==> src/hw/pmcr_pkg.sv <==
package pmcr_pkg;

  // APB side
  localparam int          PMCR_AW          = 12;
  localparam int          PMCR_DW          = 32;
  localparam logic [11:0] PMCR_OFS_CONTROL = 12'h000;
  localparam logic [11:0] PMCR_OFS_STATUS  = 12'h004;

  // Reset values
  localparam logic [31:0] PMCR_CONTROL_RESET = 32'h0000_0000;
  localparam logic [31:0] PMCR_STATUS_RESET  = 32'h0000_0000;

  // power_control field positions
  localparam int CTL_STOP_LP    = 0;
  localparam int CTL_DS_TARGET  = 1;
  localparam int CTL_WAKE_CLR   = 2;
  localparam int CTL_SB_CLR     = 3;
  localparam int CTL_DET_EN     = 4;
  localparam int CTL_THR_LSB    = 5;
  localparam int CTL_THR_MSB    = 7;
  localparam int CTL_BKP_UNLOCK = 8;
  localparam int CTL_FLASH_OFF  = 9;
  localparam int CTL_SCALE_SEL  = 14;

  // power_control_status field positions
  localparam int STS_WAKE      = 0;
  localparam int STS_SB        = 1;
  localparam int STS_BELOW     = 2;
  localparam int STS_BKP_RDY   = 3;
  localparam int STS_PIN_CFG   = 8;
  localparam int STS_BKPR_EN   = 9;
  localparam int STS_SCALE_RDY = 14;

  // Cycles from the clear write to the wake flag dropping
  localparam int WAKE_CLR_DELAY = 2;

  // Asynchronous inputs, synchronised as one bundle
  localparam int PMCR_ASYNC_W = 8;

  typedef struct packed {
    logic       scale_sel;
    logic       flash_off;
    logic       bkp_unlock;
    logic [2:0] threshold;
    logic       det_en;
    logic       ds_target;
    logic       stop_lp;
  } pmcr_ctrl_t;

  localparam pmcr_ctrl_t PMCR_CTRL_RESET = '0;

  typedef struct packed {
    logic scale_ready;
    logic bkp_ready;
    logic supply_below;
    logic rtc_wakeup;
    logic rtc_stamp;
    logic rtc_tamper;
    logic rtc_alarm;
    logic wake_pin;
  } pmcr_async_t;

  typedef enum logic [1:0] {
    PMCR_S_IDLE,
    PMCR_S_WAIT,
    PMCR_S_READY
  } pmcr_apb_state_t;

endpackage

==> src/hw/pmcr_sync.sv <==
`timescale 1ns/1ps
module pmcr_sync #(
  parameter int W = 1
) (
  input  wire logic         core_clk,
  input  wire logic         rst_b,
  input  wire logic [W-1:0] async_in,
  output logic      [W-1:0] sync_out
);

  logic [W-1:0] meta_reg;

  // Each bit has its own two-stage chain; nothing reads meta_reg but stage 2
  genvar i;
  generate
    for (i = 0; i < W; i++) begin : g_bit
      always_ff @(posedge core_clk or negedge rst_b) begin
        if (!rst_b) begin
          meta_reg[i] <= 1'b0;
          sync_out[i] <= 1'b0;
        end else begin
          meta_reg[i] <= async_in[i];
          sync_out[i] <= meta_reg[i];
        end
      end
    end
  endgenerate

endmodule

==> src/hw/pmcr_top.sv <==
// How it works
// Control register resets to zero and clears on standby wake-up.
// Control bit 0 puts the stop-mode regulator in low-power mode.
// Control bit 1 picks standby, else stop, as the deep-sleep target.
// Writing 1 to control bit 2 clears the wake flag two cycles later.
// Writing 1 to control bit 3 clears the standby flag.
// Control bit 4 enables the supply voltage detector.
// Control bits 7:5 select one of eight detector thresholds.
// Control bit 8 unlocks backup domain writes; locked after reset.
// Control bit 9 powers flash down on entry to stop mode.
// Control bit 14 selects regulator scaling level 1 or 2.
// Status register resets to zero; reads take one extra APB cycle.
// Status bit 0 sets on any pin or RTC wake-up event.
// With the pin function enabled, a high wake pin is an event.
// Status bit 1 sets on standby entry; cleared by reset or clear bit.
// Status bit 2 shows supply below threshold while detector enabled.
// Detector flag is zero after reset and on standby entry.
// Status bit 3 shows backup regulator ready.
// Status bit 8 lets the wake pin wake the part from standby.
// Wake pin configuration clears on every system reset.
// Status bit 14 shows regulator scaling level ready.
// Software enters standby only with the wake flag cleared.
// Reserved bits ignore writes and read as zero.
`timescale 1ns/1ps
module pmcr_top
  import pmcr_pkg::*;
(
  input  wire logic               core_clk,
  input  wire logic               rst_b,
  input  wire logic               sys_reset,
  input  wire logic               psel,
  input  wire logic               penable,
  input  wire logic               pwrite,
  input  wire logic [PMCR_AW-1:0] paddr,
  input  wire logic [PMCR_DW-1:0] pwdata,
  output logic      [PMCR_DW-1:0] prdata,
  output logic                    pready,
  output logic                    pslverr,
  input  wire logic               wake_pin,
  input  wire logic               rtc_alarm,
  input  wire logic               rtc_tamper,
  input  wire logic               rtc_stamp,
  input  wire logic               rtc_wakeup,
  input  wire logic               supply_below,
  input  wire logic               bkp_ready,
  input  wire logic               scale_ready,
  input  wire logic               deep_sleep_req,
  input  wire logic               standby_wake,
  output logic                    stop_entry,
  output logic                    standby_entry,
  output logic                    stop_regulator_lowpower,
  output logic                    deep_sleep_target_select,
  output logic                    supply_detector_enable,
  output logic      [2:0]         supply_detector_threshold,
  output logic                    backup_write_unlock,
  output logic                    flash_off_in_stop,
  output logic                    regulator_scaling_select,
  output logic                    wake_pin_function_select,
  output logic                    backup_regulator_enable
);

  pmcr_apb_state_t             state_reg;
  pmcr_apb_state_t             state_next;
  pmcr_ctrl_t                  ctrl_reg;
  pmcr_ctrl_t                  ctrl_wdata;
  pmcr_async_t                 async_bus;
  pmcr_async_t                 sync_bus;
  logic                        wake_flag_reg;
  logic                        sb_flag_reg;
  logic                        below_flag_reg;
  logic                        bkp_rdy_reg;
  logic                        scale_rdy_reg;
  logic                        pin_cfg_reg;
  logic                        bkpr_en_reg;
  logic [WAKE_CLR_DELAY-1:0]   wake_clr_pipe_reg;
  logic [PMCR_DW-1:0]          prdata_reg;
  logic                        pready_reg;
  logic                        pslverr_reg;
  logic                        stop_entry_reg;
  logic                        standby_entry_reg;

  logic                        setup_phase;
  logic                        commit;
  logic                        hit_ctrl;
  logic                        hit_sts;
  logic                        hit_none;
  logic                        wr_ctrl;
  logic                        wr_sts;
  logic                        wake_event;
  logic                        wake_clr_now;
  logic                        sb_clr_req;
  logic                        go_standby;
  logic                        go_stop;
  logic [PMCR_DW-1:0]          ctrl_rdata;
  logic [PMCR_DW-1:0]          sts_rdata;

  assign async_bus.wake_pin     = wake_pin;
  assign async_bus.rtc_alarm    = rtc_alarm;
  assign async_bus.rtc_tamper   = rtc_tamper;
  assign async_bus.rtc_stamp    = rtc_stamp;
  assign async_bus.rtc_wakeup   = rtc_wakeup;
  assign async_bus.supply_below = supply_below;
  assign async_bus.bkp_ready    = bkp_ready;
  assign async_bus.scale_ready  = scale_ready;

  pmcr_sync #(
    .W (PMCR_ASYNC_W)
  ) u_sync (
    .core_clk (core_clk),
    .rst_b    (rst_b),
    .async_in (async_bus),
    .sync_out (sync_bus)
  );

  // Address decode; all twelve paddr bits are compared, so upper bits must be zero
  assign setup_phase = psel && !penable && (state_reg == PMCR_S_IDLE);
  assign commit      = psel && penable && (state_reg == PMCR_S_READY);
  assign hit_ctrl    = (paddr == PMCR_OFS_CONTROL);
  assign hit_sts     = (paddr == PMCR_OFS_STATUS);
  assign hit_none    = !hit_ctrl && !hit_sts;
  assign wr_ctrl     = commit && pwrite && hit_ctrl;
  assign wr_sts      = commit && pwrite && hit_sts;

  // Only the named fields are kept; other written bits are dropped
  assign ctrl_wdata.stop_lp    = pwdata[CTL_STOP_LP];
  assign ctrl_wdata.ds_target  = pwdata[CTL_DS_TARGET];
  assign ctrl_wdata.det_en     = pwdata[CTL_DET_EN];
  assign ctrl_wdata.threshold  = pwdata[CTL_THR_MSB:CTL_THR_LSB];
  assign ctrl_wdata.bkp_unlock = pwdata[CTL_BKP_UNLOCK];
  assign ctrl_wdata.flash_off  = pwdata[CTL_FLASH_OFF];
  assign ctrl_wdata.scale_sel  = pwdata[CTL_SCALE_SEL];

  // Trigger bits act only on a 1; they are never stored
  assign sb_clr_req   = wr_ctrl && pwdata[CTL_SB_CLR];
  assign wake_clr_now = wake_clr_pipe_reg[WAKE_CLR_DELAY-1];

  // Pin counts only when its wake function is selected
  assign wake_event = (sync_bus.wake_pin && pin_cfg_reg)
                   || sync_bus.rtc_alarm
                   || sync_bus.rtc_tamper
                   || sync_bus.rtc_stamp
                   || sync_bus.rtc_wakeup;

  // Standby is held off while a wake event is pending, else it would
  // wake at once; the request is then dropped, not turned into stop
  assign go_standby = deep_sleep_req && ctrl_reg.ds_target
                   && !wake_flag_reg;
  assign go_stop    = deep_sleep_req && !ctrl_reg.ds_target;

  always_comb begin
    ctrl_rdata                             = '0;
    ctrl_rdata[CTL_STOP_LP]                = ctrl_reg.stop_lp;
    ctrl_rdata[CTL_DS_TARGET]              = ctrl_reg.ds_target;
    ctrl_rdata[CTL_DET_EN]                 = ctrl_reg.det_en;
    ctrl_rdata[CTL_THR_MSB:CTL_THR_LSB]    = ctrl_reg.threshold;
    ctrl_rdata[CTL_BKP_UNLOCK]             = ctrl_reg.bkp_unlock;
    ctrl_rdata[CTL_FLASH_OFF]              = ctrl_reg.flash_off;
    ctrl_rdata[CTL_SCALE_SEL]              = ctrl_reg.scale_sel;
  end

  always_comb begin
    sts_rdata                = '0;
    sts_rdata[STS_WAKE]      = wake_flag_reg;
    sts_rdata[STS_SB]        = sb_flag_reg;
    sts_rdata[STS_BELOW]     = below_flag_reg;
    sts_rdata[STS_BKP_RDY]   = bkp_rdy_reg;
    sts_rdata[STS_PIN_CFG]   = pin_cfg_reg;
    sts_rdata[STS_BKPR_EN]   = bkpr_en_reg;
    sts_rdata[STS_SCALE_RDY] = scale_rdy_reg;
  end

  // APB slave: status reads pass through one wait state
  always_comb begin
    state_next = state_reg;
    case (state_reg)
      PMCR_S_IDLE: begin
        if (setup_phase) begin
          if (!pwrite && hit_sts) begin
            state_next = PMCR_S_WAIT;
          end else begin
            state_next = PMCR_S_READY;
          end
        end
      end
      PMCR_S_WAIT: begin
        state_next = PMCR_S_READY;
      end
      PMCR_S_READY: begin
        state_next = PMCR_S_IDLE;
      end
      default: begin
        state_next = PMCR_S_IDLE;
      end
    endcase
  end

  always_ff @(posedge core_clk or negedge rst_b) begin
    if (!rst_b) begin
      state_reg   <= PMCR_S_IDLE;
      pready_reg  <= 1'b0;
      pslverr_reg <= 1'b0;
      prdata_reg  <= '0;
    end else begin
      state_reg   <= state_next;
      pready_reg  <= (state_next == PMCR_S_READY);
      if (setup_phase) begin
        pslverr_reg <= hit_none;
        prdata_reg  <= (!pwrite && hit_ctrl) ? ctrl_rdata : '0;
      end else if (state_reg == PMCR_S_WAIT) begin
        prdata_reg  <= sts_rdata;
      end else if (state_reg == PMCR_S_READY) begin
        pslverr_reg <= 1'b0;
        prdata_reg  <= '0;
      end
    end
  end

  // Control register; standby wake-up and system reset both clear it
  always_ff @(posedge core_clk or negedge rst_b) begin
    if (!rst_b) begin
      ctrl_reg <= PMCR_CTRL_RESET;
    end else if (standby_wake || sys_reset) begin
      ctrl_reg <= PMCR_CTRL_RESET;
    end else if (wr_ctrl) begin
      ctrl_reg <= ctrl_wdata;
    end
  end

  // Clear request walks a short pipe so the flag drops two cycles late
  always_ff @(posedge core_clk or negedge rst_b) begin
    if (!rst_b) begin
      wake_clr_pipe_reg <= '0;
    end else begin
      wake_clr_pipe_reg <= {wake_clr_pipe_reg[WAKE_CLR_DELAY-2:0],
                            wr_ctrl && pwdata[CTL_WAKE_CLR]};
    end
  end

  // Set beats clear so an event in the clearing cycle is kept
  always_ff @(posedge core_clk or negedge rst_b) begin
    if (!rst_b) begin
      wake_flag_reg <= 1'b0;
    end else if (wake_event) begin
      wake_flag_reg <= 1'b1;
    end else if (wake_clr_now) begin
      wake_flag_reg <= 1'b0;
    end
  end

  // Standby flag survives system reset; only rst_b or the clear bit drop it
  always_ff @(posedge core_clk or negedge rst_b) begin
    if (!rst_b) begin
      sb_flag_reg <= 1'b0;
    end else if (standby_entry_reg) begin
      sb_flag_reg <= 1'b1;
    end else if (sb_clr_req) begin
      sb_flag_reg <= 1'b0;
    end
  end

  // Detector reads as zero while disabled and is cleared on standby entry
  always_ff @(posedge core_clk or negedge rst_b) begin
    if (!rst_b) begin
      below_flag_reg <= 1'b0;
    end else if (standby_entry_reg) begin
      below_flag_reg <= 1'b0;
    end else begin
      below_flag_reg <= ctrl_reg.det_en && sync_bus.supply_below;
    end
  end

  always_ff @(posedge core_clk or negedge rst_b) begin
    if (!rst_b) begin
      bkp_rdy_reg   <= 1'b0;
      scale_rdy_reg <= 1'b0;
    end else begin
      bkp_rdy_reg   <= sync_bus.bkp_ready;
      scale_rdy_reg <= sync_bus.scale_ready;
    end
  end

  // Writable status bits; read-only flags ignore the write
  always_ff @(posedge core_clk or negedge rst_b) begin
    if (!rst_b) begin
      pin_cfg_reg <= 1'b0;
      bkpr_en_reg <= 1'b0;
    end else if (sys_reset) begin
      pin_cfg_reg <= 1'b0;
    end else if (wr_sts) begin
      pin_cfg_reg <= pwdata[STS_PIN_CFG];
      bkpr_en_reg <= pwdata[STS_BKPR_EN];
    end
  end

  always_ff @(posedge core_clk or negedge rst_b) begin
    if (!rst_b) begin
      stop_entry_reg    <= 1'b0;
      standby_entry_reg <= 1'b0;
    end else begin
      stop_entry_reg    <= go_stop;
      standby_entry_reg <= go_standby;
    end
  end

  assign prdata                    = prdata_reg;
  assign pready                    = pready_reg;
  assign pslverr                   = pslverr_reg;
  assign stop_entry                = stop_entry_reg;
  assign standby_entry             = standby_entry_reg;
  assign stop_regulator_lowpower   = ctrl_reg.stop_lp;
  assign deep_sleep_target_select  = ctrl_reg.ds_target;
  assign supply_detector_enable    = ctrl_reg.det_en;
  assign supply_detector_threshold = ctrl_reg.threshold;
  assign backup_write_unlock       = ctrl_reg.bkp_unlock;
  assign flash_off_in_stop         = ctrl_reg.flash_off;
  assign regulator_scaling_select  = ctrl_reg.scale_sel;
  assign wake_pin_function_select  = pin_cfg_reg;
  assign backup_regulator_enable   = bkpr_en_reg;

endmodule

==> config.mk <==
export PLATFORM = sky130hd
export DESIGN_NAME = pmcr_top
export DESIGN_NICKNAME = d
export VERILOG_FILES = /design/src/hw/pmcr_pkg.sv /design/src/hw/pmcr_sync.sv /design/src/hw/pmcr_top.sv
export SDC_FILE = /design/constraint.sdc
export NUM_CORES = 1
export LEC_CHECK = 0
export BUFFER_PORTS_ARGS = -buffer_cell sky130_fd_sc_hd__buf_4
export CAP_MARGIN = 0
export CORE_MARGIN = 10
export CORE_UTILIZATION = 40
export CTS_CLUSTER_SIZE = 8
export DETAILED_ROUTE_END_ITERATION = 8
export PLACE_DENSITY_LB_ADDON = 0.25
export SYNTH_ARGS = -nofsm -noshare
export SYNTH_HDL_FRONTEND = slang
export SYNTH_SLANG_ARGS = --single-unit
==> constraint.sdc <==
create_clock -name core_clk -period 2.05 [get_ports core_clk]
set_input_delay 0.41 -clock core_clk [delete_from_list [all_inputs] [get_ports core_clk]]
set_output_delay 0.41 -clock core_clk [all_outputs]
set_load 0.02 [all_outputs]
==> results of run 1 <==
## cell usage in the layout (no fill, tap or decap), types with 2 or more instances in the layout
master	instances
a22o_1	6
a21oi_1	11
conb_1	21
buf_4	66
and3_1	2
nor4_2	2
a211oi_1	9
nand3_1	20
nor2_1	6
dfrtp_1	51
and3b_1	2
clkbuf_8	5
o21ai_0	13
nor3_1	4
or3_1	2
## stage by stage
| stage | setup WS (ns) | area [um2] | cells | power [W] |
|---|---|---|---|---|
| finish | 0.3229 | 2605 | 308 | 0.001818 |
| global route | 0.2627 | 2605 | 308 | 0.001919 |
| CTS | 0.3239 | 2605 | 308 | 0.001846 |
| detailed placement | 0.1791 | 2522 | 301 | 0.001308 |
| global placement | 0.1873 | 2522 | 301 | 0.001305 |
| floorplan | 0.4134 | 2158 | 195 | 0.001214 |
## cell families (layout without fill, tap and decap cells)
logic type      after synthesis  after routing  share of synthesized area [%]
simple gates                 51             51                          15.44
mux                           1              1                         0.5405
other cells                   1             21                         0.1800
flops                        51             51                          61.26
buf+inv                      31             74                          10.69
compound gates               40             40                          11.89
## layer usage
layer / vias to the layer above / track usage (%)
met5: - / 0
met4: 0 / 4.242
met3: 5 / 3.423
met2: 51 / 19.94
met1: 686 / 14.68
li1: 702 / -
## power by group through the flow
stage	Clock, W	Combinational [W]	Sequential [W]
detailed placement	0	0.000229	0.00108
floorplan	0	0.000114	0.00110
finish	0.000534	0.000227	0.00106
global placement	0	0.000228	0.00108
CTS	0.000558	0.000230	0.00106
global route	0.000605	0.000250	0.00106
## worst max-delay path, delay by kind of cell, from the launching register on
kind,cells,cell delay (ns)
DFF,1,0.42
and+or+nand+nor,3,1.13
AOI/OAI and AO/OA,1,0.12
## area by class of cell
type	instances	area, um2
clock buffers	5	68.82
fillers	484	2470
clock inverters	2	13.76
flip-flops and latches	51	1276
multi-input cells	113	659.4
repair buffers	66	495.5
inverters	1	3.754
well taps	70	87.58
## final timing paths
check                              startpoint                    to  slack [ns]
hold / removal                          rst_b          state_reg[0]        0.12
setup reg to reg                 state_reg[1]             prdata[4]        0.32
hold reg to reg            u_sync.meta_reg[1]    u_sync.sync_out[1]        0.35
max in group asynchronous               rst_b  wake_clr_pipe_reg[1]        1.52
min in group core_clk              rtc_wakeup    u_sync.meta_reg[4]        0.22
setup / recovery                 state_reg[1]             prdata[4]        0.32
==> metrics.md, run 1 <==
| Metric | Value |
|---|---|
| Setup CP Type | `flip-flop to flip-flop` |
| Switching Share | `24.93%` |
| Detailed-route wire length | `5012 um` |
| Final weighted congestion of routability-driven global placement | `0.7607` |
| Clock transition at the registers of the reported paths | `0.08 ns` |
| Number of rows created at floorplan | `26` |
| Min cycle time layout | `1.727 ns` |
| Number of hold violations in the final report | `0` |
| Top cells by area in the synthesized netlist | `dfrtp_1, buf_4, nand3_1` |
| Max frequency | `0.5790 GHz` |
| Number of buffers created by CTS | `5` |
| Total of cells resized after clock tree synthesis | `0` |
| Overall global routing resource usage | `12.06%` |
| Number of I/O port buffers | `64` |
| Clock power share | `29.4%` |
| 1st-pass router iterations | `4` |
| Wire length of the first global-routing pass | `8148 um` |
| Average size of a mapped cell | `11.90 um2` |
| Pin count of the biggest net entering global routing | `52` |
| Synth Cell Area | `2083 um2` |
| Number of global-route vias before repair | `1,618` |
| Top routing layer in use | `met4` |
| Slowest cell delay on critical path | `0.60 ns` |
| Clock tree from TritonCTS | `built` |
| H-tree depth | `2` |
| Number of nets still failing antenna checks after routing | `0` |
| Portion of the clock cycle consumed by the worst path in the final layout | `84.25%` |
| Post-CTS Setup Inserts | `0` |
| Max reg flops | `11` |
| Library cells used by synthesis | `34` |
| Via density | `4.688` |
| Cell area power density | `698.0 nW/um2` |
| Core Area | `5075 um2` |
| Leakage power of the design | `1.260 nW` |
| Met2 WL post-DR | `2457 um` |
| Layout Nets | `298` |
| Die Area | `8494 um2` |
| Synth Warn # | `0` |
| Count of state elements after synthesis | `51` |
| Count of pins over their slew limit | `0` |
| Effective utilization at floorplan | `41.05%` |
| Post-Syn Instances | `175` |
| Internal power of the cells | `0.001365 W` |
| Run status | `completed` |
| Slowest stage cell, crit path | `or4b_4` |
| Number of diodes | `0` |
| Clock net sink count | `51` |
| Number of antenna violations at the first check in global routing | `0` |
| Unrepaired setup endpoints after global routing | `false` |
| Wire length on met1 | `2222 um` |
| Worst path required time | `2.29 ns` |
| Post-layout utilization of the core | `51.33%` |
| Setup TNS Final | `0 ns` |
| Cell at the root of the clock tree | `clkbuf_8` |
| Number of ports placed on the die boundary | `107` |
| Max-cap violation count | `0` |
| Dpl hpwl | `3827 um` |
| Worst min path class | `primary input to async pin` |
| # hold bufs at CTS | `0` |
| Number of vias in the routed layout | `1,444` |
| Worst vdd rail ir drop | `0.0004026 V` |
| Sequential element share of the synthesized area | `61.26%` |
| Share of async-settable or async-resettable flops after synthesis | `100.0%` |
| Clk Latency, worst-skew pair | `0.29 ns` |
| Register share of total power | `58.2%` |
| Worst slew slack as a fraction of its limit | `59.00%` |
| Met3 WL | `279 um` |
| Top cell type's share of synthesized area | `61.26%` |
| Number of cell instances on the worst register-to-register path | `4` |
| Top-count cell post-synth | `dfrtp_1` |
| Top FF cell, synth | `dfrtp_1` |
| Worst hold slack | `0.1153 ns` |
| Crit-path cells | `or4b_4 > nor3_4 > and2_4 > a22o_1` |
| CP Capture Type | `flip-flop` |
| Most frequent cells after synthesis | `dfrtp_1, buf_4, nand3_1, o21ai_0, a21oi_1` |
| Average detailed-routed wire length per instance | `16.27 um` |
| DR iter-0 viols | `39` |
| Die W | `92.17 um` |
| Largest fanout on the critical path | `8` |
| Post-synth EDFFs | `0` |
| Combinational cell fraction of total power | `12.5%` |
| Net Sw Power | `0.0004534 W` |
| Max Root-Sink Buffers | `2` |
| Final Setup Violations | `0` |
| Arrival time reported for the critical path endpoint | `1.96 ns` |
| Count of unresolved DRC violations after routing | `0` |
| Clk_skew | `0.005932 ns` |
| Overall die height | `92.17 um` |
| Worst-margin pin slew | `0.6149 ns` |
| Layout cell share with drive strength beyond 1 | `34.87%` |
| Cell type contributing the most total cell area after synthesis | `dfrtp_1` |
| Total congestion overflow | `0` |
| Relative area change from synthesis to final layout | `25.05%` |
| CP startpoint kind | `flip-flop` |
Note: power is estimated with default switching activity, not from simulation.
==> run 2, diff against run 1 <==
- clock period: 2.05 -> 1.7 ns (I/O delays scaled with it)
==> run 2 against run 1 <==
- clock power increased by 60%
- worst hold slack lost 0.067 ns
- final area rose by 5.1%
- combinational power is 27% higher
- sequential power grew 20%
- core utilization is 2.6 points higher
- critical path type unchanged
==> metrics.md, run 2 (synthesis results as in run 1) <==
| Metric | Value |
|---|---|
| Run status | `completed` |
| Final std cell area, no fill | `2738 um2 (+5.1%)` |
| Largest fanout on the critical path | `5 (-3)` |
| Wire length of the first global-routing pass | `8335 um (+2.3%)` |
| Setup slack on the worst flop-to-flop path | `0.07 ns (-0.26 ns)` |
| Overall power consumption | `0.002417 W (+33%)` |
| Arrival time reported for the critical path endpoint | `1.87 ns (-0.09 ns)` |
| CP startpoint kind | `flip-flop` |
| Core Area | `5075 um2 (unchanged)` |
| Final weighted congestion of routability-driven global placement | `0.7559 (-0.63%)` |
| Die W | `92.17 um (unchanged)` |
| Fraction of met2 tracks used by global routing | `19.53% (-0.41 points)` |
| Worst slew slack as a fraction of its limit | `58.29% (-0.72 points)` |
| Dpl hpwl | `3848 um (+0.54%)` |
| Cell at the root of the clock tree | `clkbuf_8` |
| Number of ports placed on the die boundary | `107 (unchanged)` |
| Number of I/O port buffers | `64 (unchanged)` |
| Number of diodes | `0 (unchanged)` |
| Register share of total power | `52.7% (-5.5 points)` |
| Layout cell share with drive strength beyond 1 | `39.84% (+5.0 points)` |
| Number of cell instances on the worst register-to-register path | `5 (+1)` |
| Net Sw Power | `0.0005995 W (+32%)` |
| Highest-count cells in the layout ignoring fill and taps | `buf_4, dfrtp_1, conb_1` |
| Max-cap violation count | `0 (unchanged)` |
| Worst min path class | `primary input to async pin` |
| Worst vdd rail ir drop | `0.0005352 V (+33%)` |
| Clock tree from TritonCTS | `built` |
| Leading cell type in the layout, fill and taps excluded | `buf_4` |
| Number of hold violations in the final report | `0 (unchanged)` |
| Pre-CTS WS | `-0.05726 ns (-0.2363 ns)` |
| Number of rows created at floorplan | `26 (unchanged)` |
| Die Area | `8494 um2 (unchanged)` |
| Number of buffers created by CTS | `5 (unchanged)` |
| Total congestion overflow | `0 (unchanged)` |
| Pin count of the biggest net entering global routing | `52 (unchanged)` |
| H-tree depth | `2 (unchanged)` |
| Slowest cell delay on critical path | `0.57 ns (-0.03 ns)` |
| Internal power of the cells | `0.001818 W (+33%)` |
| Detailed-route wire length | `5200 um (+3.8%)` |
| Worst-margin pin slew | `0.6257 ns (+0.01078 ns)` |
| Leakage power of the design | `1.312 nW (+4.1%)` |
| Overall global routing resource usage | `12.19% (+0.13 points)` |
| Final Setup Violations | `0 (unchanged)` |
| Reg-to-Reg End | `prdata[9]` |
| Crit path setup slack, layout | `0.06772 ns (-0.2552 ns)` |
| # hold bufs at CTS | `0 (unchanged)` |
| Setup CP Type | `flip-flop to flip-flop` |
| Max Root-Sink Buffers | `2 (unchanged)` |
| Clk_skew | `0.007275 ns (+0.001344 ns)` |
| Post-placement cell area | `2580 um2 (+2.3%)` |
| Count of pins over their slew limit | `0 (unchanged)` |
| Worst reg2reg path startpoint | `state_reg[1]` |
| Unrepaired setup endpoints after global routing | `true` |
| Max reg flops | `11 (unchanged)` |
| Combinational cell fraction of total power | `11.9% (-0.6 points)` |
| Clock net sink count | `51 (unchanged)` |
| Number of vias in the routed layout | `1,460 (+1.1%)` |
| Effective utilization at floorplan | `41.05% (unchanged)` |
| Clock power share | `35.4% (+6.0 points)` |
| Layout Nets | `305 (+2.3%)` |
| Clock transition at the registers of the reported paths | `0.10 ns (+0.02 ns)` |
| Clk Latency, worst-skew pair | `0.30 ns (about the same)` |
| DR iter-0 viols | `39 (unchanged)` |
| Cell area power density | `883.0 nW/um2 (+27%)` |
| CP Capture Type | `flip-flop` |
| Via density | `4.620 (-1.5%)` |
| Worst path required time | `1.94 ns (-0.35 ns)` |
| Min cycle time layout | `1.632 ns (-0.09483 ns)` |
| GRT busiest layer | `met2` |
| Relative area change from synthesis to final layout | `31.41%` |
| Global Route met3 Usage | `4.075% (+0.65 points)` |
| Average detailed-routed wire length per instance | `16.46 um (+1.1%)` |
| M1 GR Usage | `15.15% (+0.47 points)` |
| Overall die height | `92.17 um (unchanged)` |
| Switching Share | `24.80% (-0.13 points)` |
| Number of antenna violations at the first check in global routing | `0 (unchanged)` |
| Max frequency | `0.6126 GHz (+5.8%)` |
| Count of unresolved DRC violations after routing | `0 (unchanged)` |
| Number of global-route vias before repair | `1,584 (-2.1%)` |
| Number of nets still failing antenna checks after routing | `0 (unchanged)` |
| 1st-pass router iterations | `4 (unchanged)` |
| Portion of the clock cycle consumed by the worst path in the final layout | `96.02% (+12 points)` |
| Crit-path cells | `or4b_4 > nor3_4 > buf_4 > nand3_1 > a21oi_2` |
| Slowest stage cell, crit path | `or4b_4` |
==> run 2: cell count changes in the layout (fill, tap and decap cells not counted), sizes merged <==
| cell | delta |
|---|---|
| bufinv | +1 |
| inv | +1 |
| clkinvlp | +1 |
| buf | +7 |
| clkinv | -2 |
==> run 2: what timing repair did <==
item                                    in CTS  in global routing
endpoints found under the setup margin       0                  5
gates resized for setup                      0                  8
setup buffers                                0                  1
==> run 2: power groups by stage <==
| stage | Combinational, W | Sequential [W] | Clock (W) |
|---|---|---|---|
| finish | 0.000289 | 0.00127 | 0.000855 |
| global route | 0.000317 | 0.00128 | 0.000922 |
| CTS | 0.000283 | 0.00127 | 0.000877 |
| detailed placement | 0.000283 | 0.00130 | 0 |
| global placement | 0.000281 | 0.00130 | 0 |
| floorplan | 0.000138 | 0.00133 | 0 |
==> run 2: how the worst max path moves through the flow <==
stage,to,cells after the start,slack [ns],start
2_1_floorplan,prdata[5],5,0.06,state_reg[1]
3_3_place_gp,backup_regulator_enable,5,-0.02,paddr[1]
3_5_place_dp,backup_regulator_enable,5,-0.06,paddr[1]
4_1_cts,prdata[0],5,0.03,state_reg[0]
5_1_grt,prdata[0],5,-0.03,state_reg[1]
6_report,prdata[9],5,0.07,state_reg[1]
==> run 2: final cells by class <==
cell class | instances | area [um2]
Sequential cell | 51 | 1276
Clock inverter | 3 | 46.29
Inverter | 1 | 3.754
Tap cell | 70 | 87.58
Timing Repair Buffer | 73 | 564.3
Fill cell | 490 | 2337
Multi-Input combinational cell | 113 | 690.7
Clock buffer | 5 | 68.82
==> run 2: metrics by stage <==
| stage | util [%] | TNS (ns) | cells | hold slack [ns] |
|---|---|---|---|---|
| finish | 53.94 | 0 | 316 | 0.04850 |
| detailed placement | 50.84 | -0.05726 | 307 | 0.3347 |
| CTS | 53.11 | 0 | 315 | 0.07342 |
| global placement | 50.84 | -0.02313 | 307 | 0.3312 |
| global route | 53.94 | -0.08420 | 316 | 0.09485 |
| floorplan | - | 0 | 195 | 0.04441 |
==> run 2: critical path, delay by kind of cell, from the launching register on <==
kind | cells | cell delay (ns)
and+or+nand+nor | 3 | 0.92
DFF | 1 | 0.39
buffers and inverters | 1 | 0.15
AOI/OAI and AO/OA | 1 | 0.12
==> run 2: routing by layer <==
layer / share of wire [%] / routed length, um
met5: 0 / 0
met4: 0.81 / 42
met1: 44 / 2267
met3: 6.6 / 343
met2: 49 / 2547
==> run 3, diff against run 2 <==
- ABC_AREA: unset -> 1
==> run 3 against run 2 <==
- clock skew about the same
- critical path depth increased by 2
- sequential share of layout area decreased by 0.73 points
- synthesized area increased by 5.8%
- sequential power about the same
- clock power decreased by 20%
- combinational power increased by 3%
- final cell count increased by 16%
- non-clock buffer count decreased by 6
- critical path type unchanged
==> metrics.md, run 3 <==
| Metric | Value |
|---|---|
| Most frequent cells after synthesis | `nand2_1, dfrtp_1, buf_4, nand3_1, nor2_1` |
| Worst vdd rail ir drop | `0.0005458 V (+2.0%)` |
| Clk Latency, worst-skew pair | `0.30 ns (about the same)` |
| Worst min path class | `primary input to async pin` |
| Arrival time reported for the critical path endpoint | `1.72 ns (-0.15 ns)` |
| Number of buffers created by CTS | `5 (unchanged)` |
| Pin count of the biggest net entering global routing | `52 (unchanged)` |
| Average size of a mapped cell | `9.798 um2 (-18%)` |
| Overall global routing resource usage | `11.76% (-0.43 points)` |
| Count of state elements after synthesis | `51 (unchanged)` |
| Post-synth EDFFs | `0 (unchanged)` |
| Max frequency | `0.6744 GHz (+10%)` |
| Setup CP Type | `flip-flop to flip-flop` |
| Layout Nets | `356 (+17%)` |
| 1st-pass router iterations | `4 (unchanged)` |
| Average detailed-routed wire length per instance | `13.94 um (-15%)` |
| Largest fanout on the critical path | `12 (+7)` |
| Highest-count cells in the layout ignoring fill and taps | `buf_4, nand2_1, dfrtp_1` |
| Leading cell type in the layout, fill and taps excluded | `buf_4` |
| Top cell family by delay on the critical path | `simple AND/OR/NAND/NOR gates` |
| Number of I/O port buffers | `64 (unchanged)` |
| Number of ports placed on the die boundary | `107 (unchanged)` |
| Cell type contributing the most total cell area after synthesis | `dfrtp_1` |
| Worst reg2reg path startpoint | `state_reg[0]` |
| Share of async-settable or async-resettable flops after synthesis | `100.0% (unchanged)` |
| Worst hold slack | `0.05976 ns (+0.01126 ns)` |
| Crit-path cells | `inv_2 > nand2_1 > nor2_4 > nand3_4 > nor2_8 > nand2_1 > nand2_1` |
| Final weighted congestion of routability-driven global placement | `0.7448 (-1.5%)` |
| Final Setup Violations | `0 (unchanged)` |
| Clock tree from TritonCTS | `built` |
| Pre-CTS WS | `0.1776 ns (+0.2348 ns)` |
| Top cell type's share of synthesized area | `57.89% (-3.4 points)` |
| Via density | `4.458 (-3.5%)` |
| CP Capture Type | `flip-flop` |
| Top FF cell, synth | `dfrtp_1` |
| Sequential element share of the synthesized area | `57.89% (-3.4 points)` |
| Final non-filler cell total | `367 (+16%)` |
| Top cells by area in the synthesized netlist | `dfrtp_1, nand2_1, buf_4` |
| Worst-margin pin slew | `0.6248 ns (-0.0009386 ns)` |
| Clk_skew | `0.007164 ns (-0.0001113 ns)` |
| Worst Setup SP | `state_reg[0]` |
| Total congestion overflow | `0 (unchanged)` |
| Synth Cell Area | `2205 um2 (+5.8%)` |
| CP startpoint kind | `flip-flop` |
| Max Root-Sink Buffers | `2 (unchanged)` |
| Number of rows created at floorplan | `26 (unchanged)` |
| Crit path setup slack, layout | `0.2172 ns (+0.1494 ns)` |
| Number of vias in the routed layout | `1,636 (+12%)` |
| Count of pins over their slew limit | `0 (unchanged)` |
| Min cycle time layout | `1.483 ns (-0.1494 ns)` |
| Number of global-route vias before repair | `1,733 (+9.4%)` |
| Most frequent cell on the critical path | `nand2_1` |
| Number of diodes | `0 (unchanged)` |
| Number of nets still failing antenna checks after routing | `0 (unchanged)` |
| Max-cap violation count | `0 (unchanged)` |
| Total of cells resized after clock tree synthesis | `0 (unchanged)` |
| Synth Warn # | `0 (unchanged)` |
| Overall die height | `94.24 um (+2.3%)` |
| Buf/Inv on CP | `1 (unchanged)` |
| Slowest stage cell, crit path | `dfrtp_1` |
| Setup TNS Final | `0 ns (unchanged)` |
| Die Area | `8881 um2 (+4.6%)` |
| Post-Syn Instances | `225 (+29%)` |
| Clock net sink count | `51 (unchanged)` |
| Library cells used by synthesis | `24 (-29%)` |
| Clock transition at the registers of the reported paths | `0.09 ns (about the same)` |
| Portion of the clock cycle consumed by the worst path in the final layout | `87.23% (-8.8 points)` |
| Max reg flops | `11 (unchanged)` |
| DP Cell Count | `359 (+17%)` |
| Detailed-route wire length | `5116 um (-1.6%)` |
| Relative area change from synthesis to final layout | `26.16%` |
| Met3 WL | `457 um (+33%)` |
| DR iter-0 viols | `104 (+170%)` |
| Unrepaired setup endpoints after global routing | `false` |
| Number of antenna violations at the first check in global routing | `0 (unchanged)` |
| Met2 WL post-DR | `2620 um (+2.9%)` |
| Post-CTS Setup Inserts | `0 (unchanged)` |
| Worst path required time | `1.94 ns (about the same)` |
| Count of unresolved DRC violations after routing | `0 (unchanged)` |
| Cell at the root of the clock tree | `clkbuf_8` |
| # hold bufs at CTS | `0 (unchanged)` |
| Leakage power of the design | `1.485 nW (+13%)` |
| Slowest cell delay on critical path | `0.39 ns (-0.18 ns)` |
| Run status | `completed` |
| Wire length of the first global-routing pass | `8266 um (-0.83%)` |
| Layout cell share with drive strength beyond 1 | `34.01% (-5.8 points)` |
| Top routing layer in use | `met4` |
| Effective utilization at floorplan | `42.09% (+1.0 points)` |
| Cell area power density | `810.6 nW/um2 (-8.2%)` |
| Top-count cell post-synth | `nand2_1` |
| Dpl hpwl | `4049 um (+5.2%)` |
| Core Area | `5238 um2 (+3.2%)` |
| Worst slew slack as a fraction of its limit | `58.35% (+0.063 points)` |
| Number of hold violations in the final report | `0 (unchanged)` |
| Die W | `94.24 um (+2.3%)` |
| Wire length on met1 | `1952 um (-14%)` |
| H-tree depth | `2 (unchanged)` |
## run 3: changes by cell type in the layout (fill, tap and decap cells not counted), moves of 7 or more
cell / before / now
nor2_1: 6 / 18
nand4_1: 1 / 8
inv_1: 1 / 14
o21ai_0: 13 / 1
a21oi_1: 8 / 0
nand2_1: 1 / 54
a211oi_1: 9 / 0
## run 3: path summary, 6_finish.rpt
path / endpoint / slack (ns) / cells after the start
worst max-delay path: deep_sleep_target_select / 0.22 / 7
worst min-delay path: u_sync.sync_out[5] / 0.06 / 1
worst max register to register: deep_sleep_target_select / 0.22 / 7
worst min register to register: u_sync.sync_out[1] / 0.36 / 0
max in group asynchronous: prdata[3] / 1.23 / 1
min in group core_clk: u_sync.meta_reg[3] / 0.14 / 1
## run 3: routing by layer
| metal | up-vias | GRT usage [%] |
|---|---|---|
| met4 | 0 | 5.316 |
| met2 | 67 | 19.57 |
| met1 | 757 | 13.16 |
| met3 | 4 | 4.157 |
| li1 | 808 | - |
| met5 | - | 0 |
## run 3: per-stage QoR
| step | total power, W | area [um2] | util, % |
|---|---|---|---|
| after floorplan | 0.001485 | 2280 | - |
| after global placement | 0.001596 | 2694 | 51.43 |
| after detailed placement | 0.001603 | 2694 | 51.43 |
| after CTS | 0.002290 | 2781 | 53.11 |
| after global routing | 0.002368 | 2781 | 53.11 |
| final | 0.002255 | 2781 | 53.11 |
## run 3: where the power goes
part           switching, W  internal [W]  leakage, nW  total (W)
Sequential        0.0000186       0.00126        0.646    0.00128
Clock              0.000390      0.000290       0.0483   0.000680
Combinational      0.000184      0.000114        0.791   0.000298
Total              0.000593       0.00166         1.48    0.00225
## run 3: cell families after synthesis
group	after synthesis	share of synthesized area [%]
AO/OA/AOI/OAI	8	2.781
buffers and inverters	47	12.09
flip-flops	51	57.89
other	1	0.1701
AND/OR/NAND/NOR	118	27.07
## run 3: area by class of cell
cell class,instances,area [um2]
timing repair buffer,67,503.0
sequential,51,1276
clock buffer,5,68.82
fill,502,2456
multi-input combinational,147,737.0
inverter,24,90.09
clock inverter,3,18.77
tap,70,87.58
